### src/design/burst_align_pkg.sv
// Purpose : shared constants and types for the unaligned read burst expander
// Assumes : one clock, asynchronous active-high reset
// Notes   : widths are module parameters; these are their defaults and limits
package burst_align_pkg;

  // ------------------------------------------------------------------
  // parameter defaults and legal limits
  // ------------------------------------------------------------------
  localparam int DEF_DATA_W   = 32;     // narrow master word
  localparam int DEF_ADDR_W   = 24;     // word-granular master address
  localparam int DEF_BURST_W  = 4;      // master burst count width
  localparam int DEF_MAX_PEND = 16;     // outstanding read commands
  localparam int DEF_SLAVE_W  = 64;     // wide slave word
  localparam bit DEF_PIPE_CMD = 1'b0;   // extra command register stage
  localparam int PEND_LIMIT   = 64;     // deepest pending queue allowed
  localparam int SLAVE_W_MIN  = 16;
  localparam int SLAVE_W_MAX  = 4096;

  // ------------------------------------------------------------------
  // reset values
  // ------------------------------------------------------------------
  localparam logic WAIT_RST  = 1'b1;    // master held off during reset
  localparam logic READ_RST  = 1'b0;
  localparam logic VALID_RST = 1'b0;

  // command path states, one-hot
  typedef enum logic [2:0] {
    CMD_IDLE   = 3'b001,
    CMD_STAGED = 3'b010,
    CMD_ISSUE  = 3'b100
  } cmd_state_e;

  // true for a nonzero power of two
  function automatic bit is_pow2(input int v);
    return (v > 0) && ((v & (v - 1)) == 0);
  endfunction

endpackage

### src/design/pending_cmd_if.sv
// Purpose : carries issued-command records between the bridge and its queue
// Assumes : one clock domain
// Notes   : head fields are valid only while empty is low
`timescale 1ns/1ps
interface pending_cmd_if #(
  parameter int LEAD_W = 1,
  parameter int LEN_W  = 4,
  parameter int EXP_W  = 5,
  parameter int CNT_W  = 5
);
  logic              push;
  logic [LEAD_W-1:0] push_lead;
  logic [LEN_W-1:0]  push_len;
  logic [EXP_W-1:0]  push_exp;
  logic              pop;
  logic [LEAD_W-1:0] head_lead;
  logic [LEN_W-1:0]  head_len;
  logic [EXP_W-1:0]  head_exp;
  logic              empty;
  logic [CNT_W-1:0]  count;

  modport client (output push, push_lead, push_len, push_exp, pop,
                  input  head_lead, head_len, head_exp, empty, count);
  modport store  (input  push, push_lead, push_len, push_exp, pop,
                  output head_lead, head_len, head_exp, empty, count);
endinterface // pending_cmd_if

### src/design/pending_cmd_queue.sv
// Purpose : in-order store of records for read commands sent downstream
// Assumes : caller never pushes when full nor pops when empty
// Notes   : records leave in issue order, so responses never reorder
`timescale 1ns/1ps
module pending_cmd_queue #(
  parameter int DEPTH  = 16,
  parameter int LEAD_W = 1,
  parameter int LEN_W  = 4,
  parameter int EXP_W  = 5,
  parameter int CNT_W  = 5
) (
  input  wire logic      clk_in,
  input  wire logic      rst_in,
  pending_cmd_if.store   q
);
  import burst_align_pkg::*;

  localparam int PW    = (DEPTH > 1) ? $clog2(DEPTH) : 1;
  localparam int REC_W = LEAD_W + LEN_W + EXP_W;
  localparam logic [PW-1:0] PTR_LAST = PW'(DEPTH - 1);

  logic [REC_W-1:0] rec_mem [DEPTH];
  logic [PW-1:0]    wr_ptr_r, wr_ptr_nxt;
  logic [PW-1:0]    rd_ptr_r, rd_ptr_nxt;
  logic [CNT_W-1:0] count_r, count_nxt;

  // wrap a pointer without requiring a power-of-two depth
  function automatic logic [PW-1:0] ptr_step(input logic [PW-1:0] p);
    return (p == PTR_LAST) ? '0 : PW'(p + 1'b1);
  endfunction

  // ------------------------------------------------------------------
  // pointer and occupancy bookkeeping
  // ------------------------------------------------------------------
  always_comb begin
    wr_ptr_nxt = q.push ? ptr_step(wr_ptr_r) : wr_ptr_r;
    rd_ptr_nxt = q.pop  ? ptr_step(rd_ptr_r) : rd_ptr_r;
    count_nxt  = count_r;
    if (q.push && !q.pop) begin
      count_nxt = CNT_W'(count_r + 1'b1);
    end else if (q.pop && !q.push) begin
      count_nxt = CNT_W'(count_r - 1'b1);
    end
  end

  always_ff @(posedge clk_in or posedge rst_in) begin
    if (rst_in) begin
      wr_ptr_r <= '0;
      rd_ptr_r <= '0;
      count_r  <= '0;
    end else begin
      wr_ptr_r <= wr_ptr_nxt;
      rd_ptr_r <= rd_ptr_nxt;
      count_r  <= count_nxt;
    end
  end

  // record storage has no reset; entries are read only after a push
  always_ff @(posedge clk_in) begin
    if (q.push) begin
      rec_mem[wr_ptr_r] <= {q.push_lead, q.push_len, q.push_exp};
    end
  end

  assign {q.head_lead, q.head_len, q.head_exp} = rec_mem[rd_ptr_r];
  assign q.empty = (count_r == '0);
  assign q.count = count_r;
endmodule // pending_cmd_queue

### src/design/unaligned_read_burst_expander.sv
// Purpose : widens unaligned narrow read bursts to whole slave words
// Assumes : downstream slaves answer reads in order, one narrow word per beat
// Notes   : addresses and burst counts on both sides count narrow words
//
// Local design decisions: the plain strobed port.
`timescale 1ns/1ps
module unaligned_read_burst_expander #(
  parameter int DATA_W   = burst_align_pkg::DEF_DATA_W,
  parameter int ADDR_W   = burst_align_pkg::DEF_ADDR_W,
  parameter int BURST_W  = burst_align_pkg::DEF_BURST_W,
  parameter int MAX_PEND = burst_align_pkg::DEF_MAX_PEND,
  parameter int SLAVE_W  = burst_align_pkg::DEF_SLAVE_W,
  parameter bit PIPE_CMD = burst_align_pkg::DEF_PIPE_CMD,
  localparam int LEAD_W  = $clog2(SLAVE_W / DATA_W),
  localparam int EXP_W   = BURST_W + LEAD_W
) (
  input  wire logic               CLK_IN,
  input  wire logic               RST_IN,
  // upstream, facing the narrow master
  input  wire logic [ADDR_W-1:0]  US_ADDR_IN,
  input  wire logic [BURST_W-1:0] US_BURST_IN,
  input  wire logic               US_READ_IN,
  output logic                    US_WAIT_OUT,
  output logic [DATA_W-1:0]       US_RDATA_OUT,
  output logic                    US_RVALID_OUT,
  // downstream, facing the wide slaves
  output logic [ADDR_W-1:0]       DS_ADDR_OUT,
  output logic [EXP_W-1:0]        DS_BURST_OUT,
  output logic                    DS_READ_OUT,
  input  wire logic               DS_WAIT_IN,
  input  wire logic [DATA_W-1:0]  DS_RDATA_IN,
  input  wire logic               DS_RVALID_IN
);
  import burst_align_pkg::*;

  localparam int RATIO = SLAVE_W / DATA_W;
  localparam int CNT_W = $clog2(MAX_PEND + 1);
  localparam logic [ADDR_W-1:0] ADDR_MASK = ~ADDR_W'(RATIO - 1);
  localparam logic [EXP_W-1:0]  LEN_MASK  = ~EXP_W'(RATIO - 1);
  localparam logic [EXP_W-1:0]  LEN_ROUND = EXP_W'(RATIO - 1);

  // ------------------------------------------------------------------
  // elaboration checks
  // ------------------------------------------------------------------
  if (!is_pow2(SLAVE_W) || SLAVE_W < SLAVE_W_MIN || SLAVE_W > SLAVE_W_MAX) begin : g_bad_sw
    $error("slave width must be a power of two in the supported range");
  end
  if (!is_pow2(DATA_W) || SLAVE_W < 2 * DATA_W) begin : g_bad_dw
    $error("master width must be a power of two below the slave width");
  end
  if (MAX_PEND < 1 || MAX_PEND > PEND_LIMIT) begin : g_bad_pend
    $error("pending read depth out of range");
  end
  if (BURST_W < 1 || ADDR_W <= LEAD_W) begin : g_bad_aw
    $error("address or burst width too small");
  end

  // end of the request rounded up to a whole slave word, in narrow words
  function automatic logic [EXP_W-1:0] expand_len(input logic [LEAD_W-1:0]  lead,
                                                  input logic [BURST_W-1:0] len);
    logic [EXP_W-1:0] span;
    span = EXP_W'(lead) + EXP_W'(len);
    return EXP_W'(span + LEN_ROUND) & LEN_MASK;
  endfunction

  pending_cmd_if #(
    .LEAD_W (LEAD_W),
    .LEN_W  (BURST_W),
    .EXP_W  (EXP_W),
    .CNT_W  (CNT_W)
  ) q ();

  pending_cmd_queue #(
    .DEPTH  (MAX_PEND),
    .LEAD_W (LEAD_W),
    .LEN_W  (BURST_W),
    .EXP_W  (EXP_W),
    .CNT_W  (CNT_W)
  ) u_queue (
    .clk_in (CLK_IN),
    .rst_in (RST_IN),
    .q      (q.store)
  );

  // ------------------------------------------------------------------
  // command path
  // ------------------------------------------------------------------
  cmd_state_e         state_r, state_nxt;
  logic [ADDR_W-1:0]  raw_addr_r, raw_addr_nxt;
  logic [BURST_W-1:0] raw_len_r, raw_len_nxt;
  logic [ADDR_W-1:0]  ds_addr_r, ds_addr_nxt;
  logic [EXP_W-1:0]   ds_len_r, ds_len_nxt;
  logic               ds_read_r, ds_read_nxt;
  logic [LEAD_W-1:0]  rec_lead_r, rec_lead_nxt;
  logic [BURST_W-1:0] rec_len_r, rec_len_nxt;
  logic               wait_r, wait_nxt;
  logic               accept;
  logic               issue_done;
  logic [ADDR_W-1:0]  ld_addr;
  logic [BURST_W-1:0] ld_len;
  logic [CNT_W:0]     fill_nxt;

  assign accept     = US_READ_IN && !wait_r;
  assign issue_done = ds_read_r && !DS_WAIT_IN;

  // one command in flight in the path; the master waits while it is busy
  always_comb begin
    state_nxt    = state_r;
    raw_addr_nxt = raw_addr_r;
    raw_len_nxt  = raw_len_r;
    ds_addr_nxt  = ds_addr_r;
    ds_len_nxt   = ds_len_r;
    ds_read_nxt  = ds_read_r;
    rec_lead_nxt = rec_lead_r;
    rec_len_nxt  = rec_len_r;
    ld_addr      = PIPE_CMD ? raw_addr_r : US_ADDR_IN;
    ld_len       = PIPE_CMD ? raw_len_r : US_BURST_IN;
    case (state_r)
      CMD_IDLE: begin
        if (accept && PIPE_CMD) begin
          raw_addr_nxt = US_ADDR_IN;
          raw_len_nxt  = US_BURST_IN;
          state_nxt    = CMD_STAGED;
        end else if (accept) begin
          state_nxt    = CMD_ISSUE;
        end
      end
      CMD_STAGED: begin
        state_nxt = CMD_ISSUE;
      end
      CMD_ISSUE: begin
        if (issue_done) begin
          ds_read_nxt = 1'b0;
          state_nxt   = CMD_IDLE;
        end
      end
      default: begin
        state_nxt = CMD_IDLE;
      end
    endcase
    // load the aligned command when the address enters the issue state
    if (state_nxt == CMD_ISSUE && state_r != CMD_ISSUE) begin
      ds_addr_nxt  = ld_addr & ADDR_MASK;
      rec_lead_nxt = ld_addr[LEAD_W-1:0];
      rec_len_nxt  = ld_len;
      ds_len_nxt   = expand_len(ld_addr[LEAD_W-1:0], ld_len);
      ds_read_nxt  = 1'b1;
    end
    // occupancy after this edge; keeps a slot free for the next accept
    fill_nxt = (CNT_W + 1)'(q.count) + (CNT_W + 1)'(q.push) - (CNT_W + 1)'(q.pop);
    wait_nxt = (state_nxt != CMD_IDLE) || (fill_nxt >= (CNT_W + 1)'(MAX_PEND));
  end

  always_ff @(posedge CLK_IN or posedge RST_IN) begin
    if (RST_IN) begin
      state_r    <= CMD_IDLE;
      raw_addr_r <= '0;
      raw_len_r  <= '0;
      ds_addr_r  <= '0;
      ds_len_r   <= '0;
      ds_read_r  <= READ_RST;
      rec_lead_r <= '0;
      rec_len_r  <= '0;
      wait_r     <= WAIT_RST;
    end else begin
      state_r    <= state_nxt;
      raw_addr_r <= raw_addr_nxt;
      raw_len_r  <= raw_len_nxt;
      ds_addr_r  <= ds_addr_nxt;
      ds_len_r   <= ds_len_nxt;
      ds_read_r  <= ds_read_nxt;
      rec_lead_r <= rec_lead_nxt;
      rec_len_r  <= rec_len_nxt;
      wait_r     <= wait_nxt;
    end
  end

  // record the original request the moment the slave takes the command
  assign q.push      = issue_done;
  assign q.push_lead = rec_lead_r;
  assign q.push_len  = rec_len_r;
  assign q.push_exp  = ds_len_r;

  // ------------------------------------------------------------------
  // response path
  // ------------------------------------------------------------------
  logic [EXP_W-1:0]  beat_r, beat_nxt;
  logic [DATA_W-1:0] rdata_r, rdata_nxt;
  logic              rvalid_r, rvalid_nxt;
  logic              beat_ok;
  logic              keep;
  logic              last_beat;

  // a beat with no record behind it cannot occur with in-order slaves
  always_comb begin
    beat_ok    = DS_RVALID_IN && !q.empty;
    keep       = (beat_r >= EXP_W'(q.head_lead)) &&
                 (beat_r < EXP_W'(EXP_W'(q.head_lead) + EXP_W'(q.head_len)));
    last_beat  = beat_ok && (beat_r == EXP_W'(q.head_exp - 1'b1));
    beat_nxt   = beat_r;
    if (last_beat) begin
      beat_nxt = '0;
    end else if (beat_ok) begin
      beat_nxt = EXP_W'(beat_r + 1'b1);
    end
    rvalid_nxt = beat_ok && keep;
    rdata_nxt  = DS_RVALID_IN ? DS_RDATA_IN : rdata_r;
  end

  always_ff @(posedge CLK_IN or posedge RST_IN) begin
    if (RST_IN) begin
      beat_r   <= '0;
      rdata_r  <= '0;
      rvalid_r <= VALID_RST;
    end else begin
      beat_r   <= beat_nxt;
      rdata_r  <= rdata_nxt;
      rvalid_r <= rvalid_nxt;
    end
  end

  // the oldest record retires with its final beat
  assign q.pop = last_beat;

  assign US_WAIT_OUT   = wait_r;
  assign US_RDATA_OUT  = rdata_r;
  assign US_RVALID_OUT = rvalid_r;
  assign DS_ADDR_OUT   = ds_addr_r;
  assign DS_BURST_OUT  = ds_len_r;
  assign DS_READ_OUT   = ds_read_r;

  logic [ADDR_W-1:0]  acc_addr_h;
  logic [BURST_W-1:0] acc_len_h;
  logic [BURST_W:0]   sent_h;
  logic [EXP_W-1:0]   acc_span_h;

  // watcher copy of the last accepted request and words sent per command
  always_ff @(posedge CLK_IN or posedge RST_IN) begin
    if (RST_IN) begin
      acc_addr_h <= '0;
      acc_len_h  <= '0;
      sent_h     <= '0;
    end else begin
      if (accept) begin
        acc_addr_h <= US_ADDR_IN;
        acc_len_h  <= US_BURST_IN;
      end
      if (q.pop) begin
        sent_h <= '0;
      end else if (beat_ok && keep) begin
        sent_h <= (BURST_W + 1)'(sent_h + 1'b1);
      end
    end
  end

  assign acc_span_h = EXP_W'(acc_addr_h[LEAD_W-1:0]) + EXP_W'(acc_len_h);
endmodule // unaligned_read_burst_expander

### config.mk
export PLATFORM = sky130hd
export DESIGN_NAME = unaligned_read_burst_expander
export DESIGN_NICKNAME = d
export VERILOG_FILES = /design/src/design/burst_align_pkg.sv /design/src/design/pending_cmd_if.sv /design/src/design/pending_cmd_queue.sv /design/src/design/unaligned_read_burst_expander.sv
export SDC_FILE = /design/constraint.sdc
export NUM_CORES = 1
export LEC_CHECK = 0
export ABC_AREA = 1
export BUFFER_PORTS_ARGS = -buffer_cell sky130_fd_sc_hd__buf_2
export CORE_MARGIN = 3
export CORE_UTILIZATION = 42
export CTS_BUF_LIST = sky130_fd_sc_hd__clkbuf_4 sky130_fd_sc_hd__clkbuf_8 sky130_fd_sc_hd__clkbuf_16
export CTS_CLUSTER_DIAMETER = 40
export DETAILED_ROUTE_END_ITERATION = 12
export GPL_ROUTABILITY_DRIVEN = 1
export PLACE_DENSITY_LB_ADDON = 0.15
export RECOVER_POWER = 50
export SYNTH_ARGS = -nofsm -noshare
export SYNTH_HDL_FRONTEND = slang
export SYNTH_HIERARCHICAL = 1
export SYNTH_SLANG_ARGS = --single-unit
### constraint.sdc
create_clock -name CLK_IN -period 3.6 [get_ports CLK_IN]
set_input_delay 0.72 -clock CLK_IN [delete_from_list [all_inputs] [get_ports CLK_IN]]
set_output_delay 0.72 -clock CLK_IN [all_outputs]
set_load 0.01 [all_outputs]
* Word level (Yosys, flattened, before mapping) *
Memories as Yosys holds them, arrays and structs flattened.
Cells that the tools add are included.

word-level totals
  register bits after elaboration = 88
  latch bits = 0
  RAM bits = 144
  memory bits (read-only) = 0
  input bits = 65
  output and inout port bits = 64
  word-level logic and storage cells = 72
  memories kept = 1

cells by class
  add/sub/neg operators = 11
  multipliers = 0
  divide/modulo/power cells = 0
  order comparisons = 3
  eq/ne operators = 9
  shift-type cells = 0
  multiplexer cells = 14
  bitwise gates (word level) = 0
  reduce and logical (&&, ||, !) cells = 21

memories
  memory           depth  bits a word  read ports  clocked after memory_dff  write ports  line                     source
  u_queue.rec_mem  16     9            1           0                         1            pending_cmd_queue.sv:22  logic [REC_W-1:0] rec_mem [DEPTH];

operator list
  cell                                                 number
  2-to-1 mux 5 bit                                     4
  adder 5 x 1 -> 5 bit, second input constant          3
  adder 1 x 4 -> 5 bit                                 2
  subtractor 5 x 1 -> 5 bit, second input constant     2
  logical AND 1 bit                                    9
  one-hot mux 3 bit (3 select lines)                   1
  adder 4 x 1 -> 4 bit, second input constant          2
  equality test 4 bit, second input constant           2
  2-to-1 mux 4 bit                                     2
  nonzero test 2 bit                                   4
  adder 5 x 1 -> 6 bit                                 1
  equality test 3 bit, second input constant           2
  >= comparator 6 x 5 -> 1 bit, second input constant  1
  2-to-1 mux 3 bit                                     2
  subtractor 6 x 1 -> 6 bit                            1
  equality test 5 bit                                  1
  >= comparator 5 x 1 -> 1 bit                         1
  logical NOT 1 bit                                    5
  logical NOT 5 bit                                    1
  less-than comparator 5 bit                           1
  2-to-1 mux 1 bit                                     5
  equality test 3 x 1 -> 1 bit, second input constant  1
  equality test 3 x 2 -> 1 bit, second input constant  1
  != test 3 x 1 -> 1 bit, second input constant        1
  3 further kinds                                      3

* Logic depth before layout (Yosys ltp) *
  word-level depth = 8
  depth in mapped cells = 30
  depth with buffers taken out = 27

* Cells and area by module *
Netlist, hierarchy kept.

modules (own cells, without submodules)
  module                         instances  cells each  area an instance (um^2)  seq. area each (um^2)
  pending_cmd_queue              1          760         7749.9                   5129.9
  unaligned_read_burst_expander  1          436         3532.1                   1879.3

* Least setup slack after synthesis *
Ideal clock, no wire load.

  kind = register -> register
  start point = register u_queue.rd_ptr_r[0]
  end point = register u_queue.count_r[4] (netlist: u_queue/q.count[4])
  setup time = 0.116 ns
  arrival = 3.148 ns
  required time = 3.484 ns
  path slack = 0.336 ns
  stages on the path, launching flop included = 29
  buffers on the path = 3
  clock period less this slack = 3.264 ns
  path through = dfrtp_1 -> buf_6 -> inv_8 -> buf_6 -> nand2_1 -> nand2_1 -> nand2_1 -> nand3_1 -> nand3_1 -> nand2_1 -> inv_1 -> ha_1 -> xor2_1 -> nand3_1 -> nor2_1 -> nand2_1 -> inv_2 -> clkbuf_1 -> inv_1 -> ha_1 -> fa_1 -> inv_1 -> nand2_1 -> nand2_1 -> nand2_1 -> nand2_1 -> nand2_1 -> nand2_1 -> nand2_1

between the ends
  cells in the longest elaborated chain, start to end = 7
  elaborated cells between the ends (all ways) = 9
  classes of those cells = add/sub (1); eq/ne (1); mux (1); reduce/logical (5); memory (1)

ends and longest elaborated chain
  item                                                           line                                  source
  start, declared                                                pending_cmd_queue.sv:24               logic [PW-1:0] rd_ptr_r, rd_ptr_nxt;
  start signal, assigned                                         pending_cmd_queue.sv:53               rd_ptr_r <= rd_ptr_nxt;
  memory read (16 x 9 bit) (*)                                   n/a
  subtractor 5 x 1 -> 5 bit (*)                                  unaligned_read_burst_expander.sv:199  last_beat = beat_ok && (beat_r == EXP_W'(q.head_exp - 1'b1));
  equality test 5 bit (*)                                        unaligned_read_burst_expander.sv:199
  logical AND 1 bit (*)                                          unaligned_read_burst_expander.sv:199
  via last_beat                                                  unaligned_read_burst_expander.sv:192  logic last_beat;
  logical NOT 1 bit                                              pending_cmd_queue.sv:39               if (q.push && !q.pop) begin
  logical AND 1 bit                                              pending_cmd_queue.sv:39
  2-to-1 mux 5 bit / nonzero test 2 bit (equally long branches)  n/a
  end signal, assigned                                           pending_cmd_queue.sv:54               count_r <= count_nxt;
  end, declared                                                  pending_cmd_queue.sv:25               logic [CNT_W-1:0] count_r, count_nxt;

Mark *: on every way through the listed nets, which the timed path passes. The rest lies on a longest branch.
A chain may end at the register's enable or synchronous reset.

* Worst setup path after layout *
  start point = register u_queue.rd_ptr_r[0]
  end point = register u_queue.count_r[3] (netlist: u_queue/q.count[3])

The elaborated chain is that of the path after synthesis.

==> results.yml <==
floorplanning:
  start_util_pct: 43.1
  die_w_um: 170
  dieArea_um2: 28900
  num_rows: 59
  core_um2: 26200
  ios: 129
  die_height_um: 170
power_and_ir_drop:
  totalPowerFinal_w: 0.0123
  p_leak_nw: 6.75
  p_per_area_nw_per_um2: 892
  vdd_ir_drop_max_uv: 452
route:
  totalWireLength_um: 27000
  drt-initial-drc-count: 534
  drtPass1Iterations: 5
  drcViolationCount: 0
  wl_per_cell_um: 15.6
  final_antenna_net_count: 0
  routed_via_density: 4.77
  num_vias: 8260
layout:
  area_growth_pct: 22.7
  stdcell_count: 1733
  nFillCells: 2367
  antennaDiodeCount: 0
  fin_util_pct: 52.8
  drive_above_1_share_pct: 17.5
  nNetsFinal: 1459
status:
  violations: "capacitance limit, slew limit"
  outcome: "finished, violations left"
clock_network:
  clock_latency_ns: 0.51
  hold_buffers: 0
  path_clk_slew_ns: 0.06
  cts_sinks: 248
  root_buffer: "clkbuf_16"
  cts_tree: "built"
  cts_buffers: 37
  clock_path_buffers: 3
  cts_max_level: 2
worst_setup_path:
  worstSetupStartpointType: "flop"
  crit_path_max_fanout: 22
  r2r_slack_ns: 0.24
  r2r-start: "u_queue/rd_ptr_r[0]"
  r2r-end: "u_queue/q.count[3]"
  reg2reg_depth: 23
  critPathCaptureType: "flop"
  crit_slowest_cell: "dfrtp_4"
  crit_arrival_ns: 3.74
  crit_top_cell: "nand3_1"
  critPathMaxStageDelay_ns: 0.57
  path_cells: "buf_12 > nand2_1 > nand3_1 > nand3_1 > nand3_1 > nand2_2 > inv_1 > ha_1 > inv_1 > nand2_1 > nand3_1 > nand2_1 > a21oi_2 > nand2_2 > inv_2 > inv_1 > ha_1 > inv_1 > ha_1 > a21oi_2 > nand3_1 > nand3_1 > o21ai_0"
  worstSetupPathType: "flop to flop"
  worstPathRequired_ns: 3.98
placement:
  numPortBuffers: 126
  placedCellCount: 1658
  dp_hpwl_um: 17300
  gp_congestion: 0.835
synthesis:
  ys_seq_area_share_pct: 62.1
  syn_area_um2: 11300
  ys_warn_count: 6
  yosysUniqueCellTypes: 34
  syn_avg_cell_area_um2: 9.43
  synth_seq_cells: 248
  postSynthCellCount: 1196
sta:
  finalCritPeriodShare_pct: 93.4
  hold_violations: 0
  max_freq_mhz: 297
  slew_headroom_pct: -52.0
  clock_skew_ns: 0.0216
  period_minus_slack_ns: 3.36
  fin_hold_ws_ns: 0.277
  slew_violations: 52
  worstMarginPinSlew_ns: 2.27
  setup_viol: 0
global_route:
  grt_pass1_wl_um: 43100
  grt_pass1_vias: 8173
  grt.total_usage_pct: 18.8
  grt_overflow: 0
  grt_start_max_net_pins: 52
  antenna_found_initial: 0
job:
  cap_viol_max_count: 1
hold_path:
  hold_path.class: "input pin to async pin"
==> power by group <==
| group | total, W | leakage [nW] | switching (W) | internal (W) |
|---|---|---|---|---|
| combinational | 0.00394 | 3.54 | 0.00251 | 0.00144 |
| clock | 0.00398 | 0.686 | 0.00134 | 0.00263 |
| sequential | 0.00443 | 2.52 | 0.000617 | 0.00381 |
==> worst max-delay path by stage <==
stage	cells past startpoint	endpoint	from	slack, ns
finish	23	u_queue/q.count[3]	u_queue/rd_ptr_r[0]	0.24
floorplan	28	u_queue/q.count[4]	u_queue/rd_ptr_r[0]	0.34
global placement	25	u_queue/q.count[4]	u_queue/rd_ptr_r[0]	0.37
global route	26	u_queue/q.count[4]	u_queue/rd_ptr_r[0]	-0.001
detailed placement	23	u_queue/q.count[3]	u_queue/rd_ptr_r[0]	0.22
CTS	23	u_queue/q.count[3]	u_queue/rd_ptr_r[0]	0.18
==> per-layer routing <==
metal | global-route usage, % | vias to the layer above | share of wire, % | wire length, µm
li1 | - | 4113 | - | -
met3 | 5.25 | 48 | 7.8 | 2110
met4 | 4.97 | 0 | 2.1 | 578
met2 | 29.1 | 288 | 44 | 12000
met1 | 26.2 | 3811 | 46 | 12400
met5 | 0 | - | 0 | 0
==> stage by stage <==
step	worst slack [ns]	instance area (µm²)	TNS [ns]
after floorplan	0.336	11300	0
after global placement	0.365	12300	0
after detailed placement	0.221	12300	0
after CTS	0.179	13700	0
after global routing	-0.00100	13800	-0.00100
final	0.239	13800	0
==> synth_stat cells (all sizes together) <==
cell type	instances	share of area, %
clkinv	1	0.033
nand4	5	0.28
nand3	144	6.4
a21oi	8	0.39
ha	24	2.7
nor2	36	1.3
o211ai	1	0.067
xnor2	4	0.31
nand3b	2	0.13
o21bai	1	0.067
nand2	467	16
dfrtp	86	19
o21ai	12	0.57
conb	1	0.033
xor2	7	0.54
fa	1	0.18
edfxtp	160	43
dfstp	2	0.47
nor4	1	0.055
buf	41	2.8
nor3	4	0.18
clkbuf	7	0.23
inv	179	6.0
or2	2	0.11
==> cells in the final DEF (no fill, tap or decap), drive strengths merged <==
cell / instances
nand4: 5
nand3b: 2
nor2: 36
clkinv: 9
xnor2: 4
nand2: 467
dfrtp: 86
buf: 154
nor3: 4
xor2: 7
ha: 24
bufinv: 7
o21ai: 12
clkbuf: 52
inv: 187
o211ai: 1
dfstp: 2
nor4: 1
clkinvlp: 3
nand3: 144
o21bai: 1
conb: 19
edfxtp: 160
or2: 2
a21oi: 8
fa: 1
==> kinds of logic after synthesis <==
kind of cell	share of synthesized area, %
and+or+nand+nor	24.0
DFF	62.1
buffers and inverters	9.09
adders and majority gates	2.84
AOI/OAI and AO/OA	1.09
xor gates and xnor gates	0.854
other	0.0332
==> flip-flops by register name (all words and copies together) (netlist names), 3 cells and up <==
register          count
DS_BURST_OUT          4
state_r               3
US_RDATA_OUT         32
beat_r                5
u_queue/rd_ptr_r      4
DS_ADDR_OUT          23
q.push_len            4
u_queue/rec_mem     160
u_queue/wr_ptr_r      4
u_queue/q.count       5
==> timing repair <==
item / 4_1_cts / 5_1_grt
setup endpoints to repair: 0 / 3
hold endpoints to repair: 0 / 0
resized for setup: 0 / 12
buffers inserted: 0 / 3
==> cell type report <==
cell class | instances | area [µm²] | area share (%)
inverter | 180 | 689 | 4.98
clock inverter | 24 | 350 | 2.53
sequential | 248 | 7010 | 50.6
tap | 335 | 419 | 3.03
clock buffer | 44 | 1050 | 7.62
timing repair inverter | 2 | 17.5 | 0.127
multi-input combinational | 738 | 3330 | 24.1
timing repair buffer | 162 | 972 | 7.02
==> critical path, delay by kind of cell (launching register included) <==
kind            cells  cell delay [ns]
compound gates      3             0.39
fa+ha+maj           3             0.75
buf+inv             6             0.56
flops               1             0.57
simple gates       11             0.97
No activity file was read; power rests on OpenSTA's default activity.
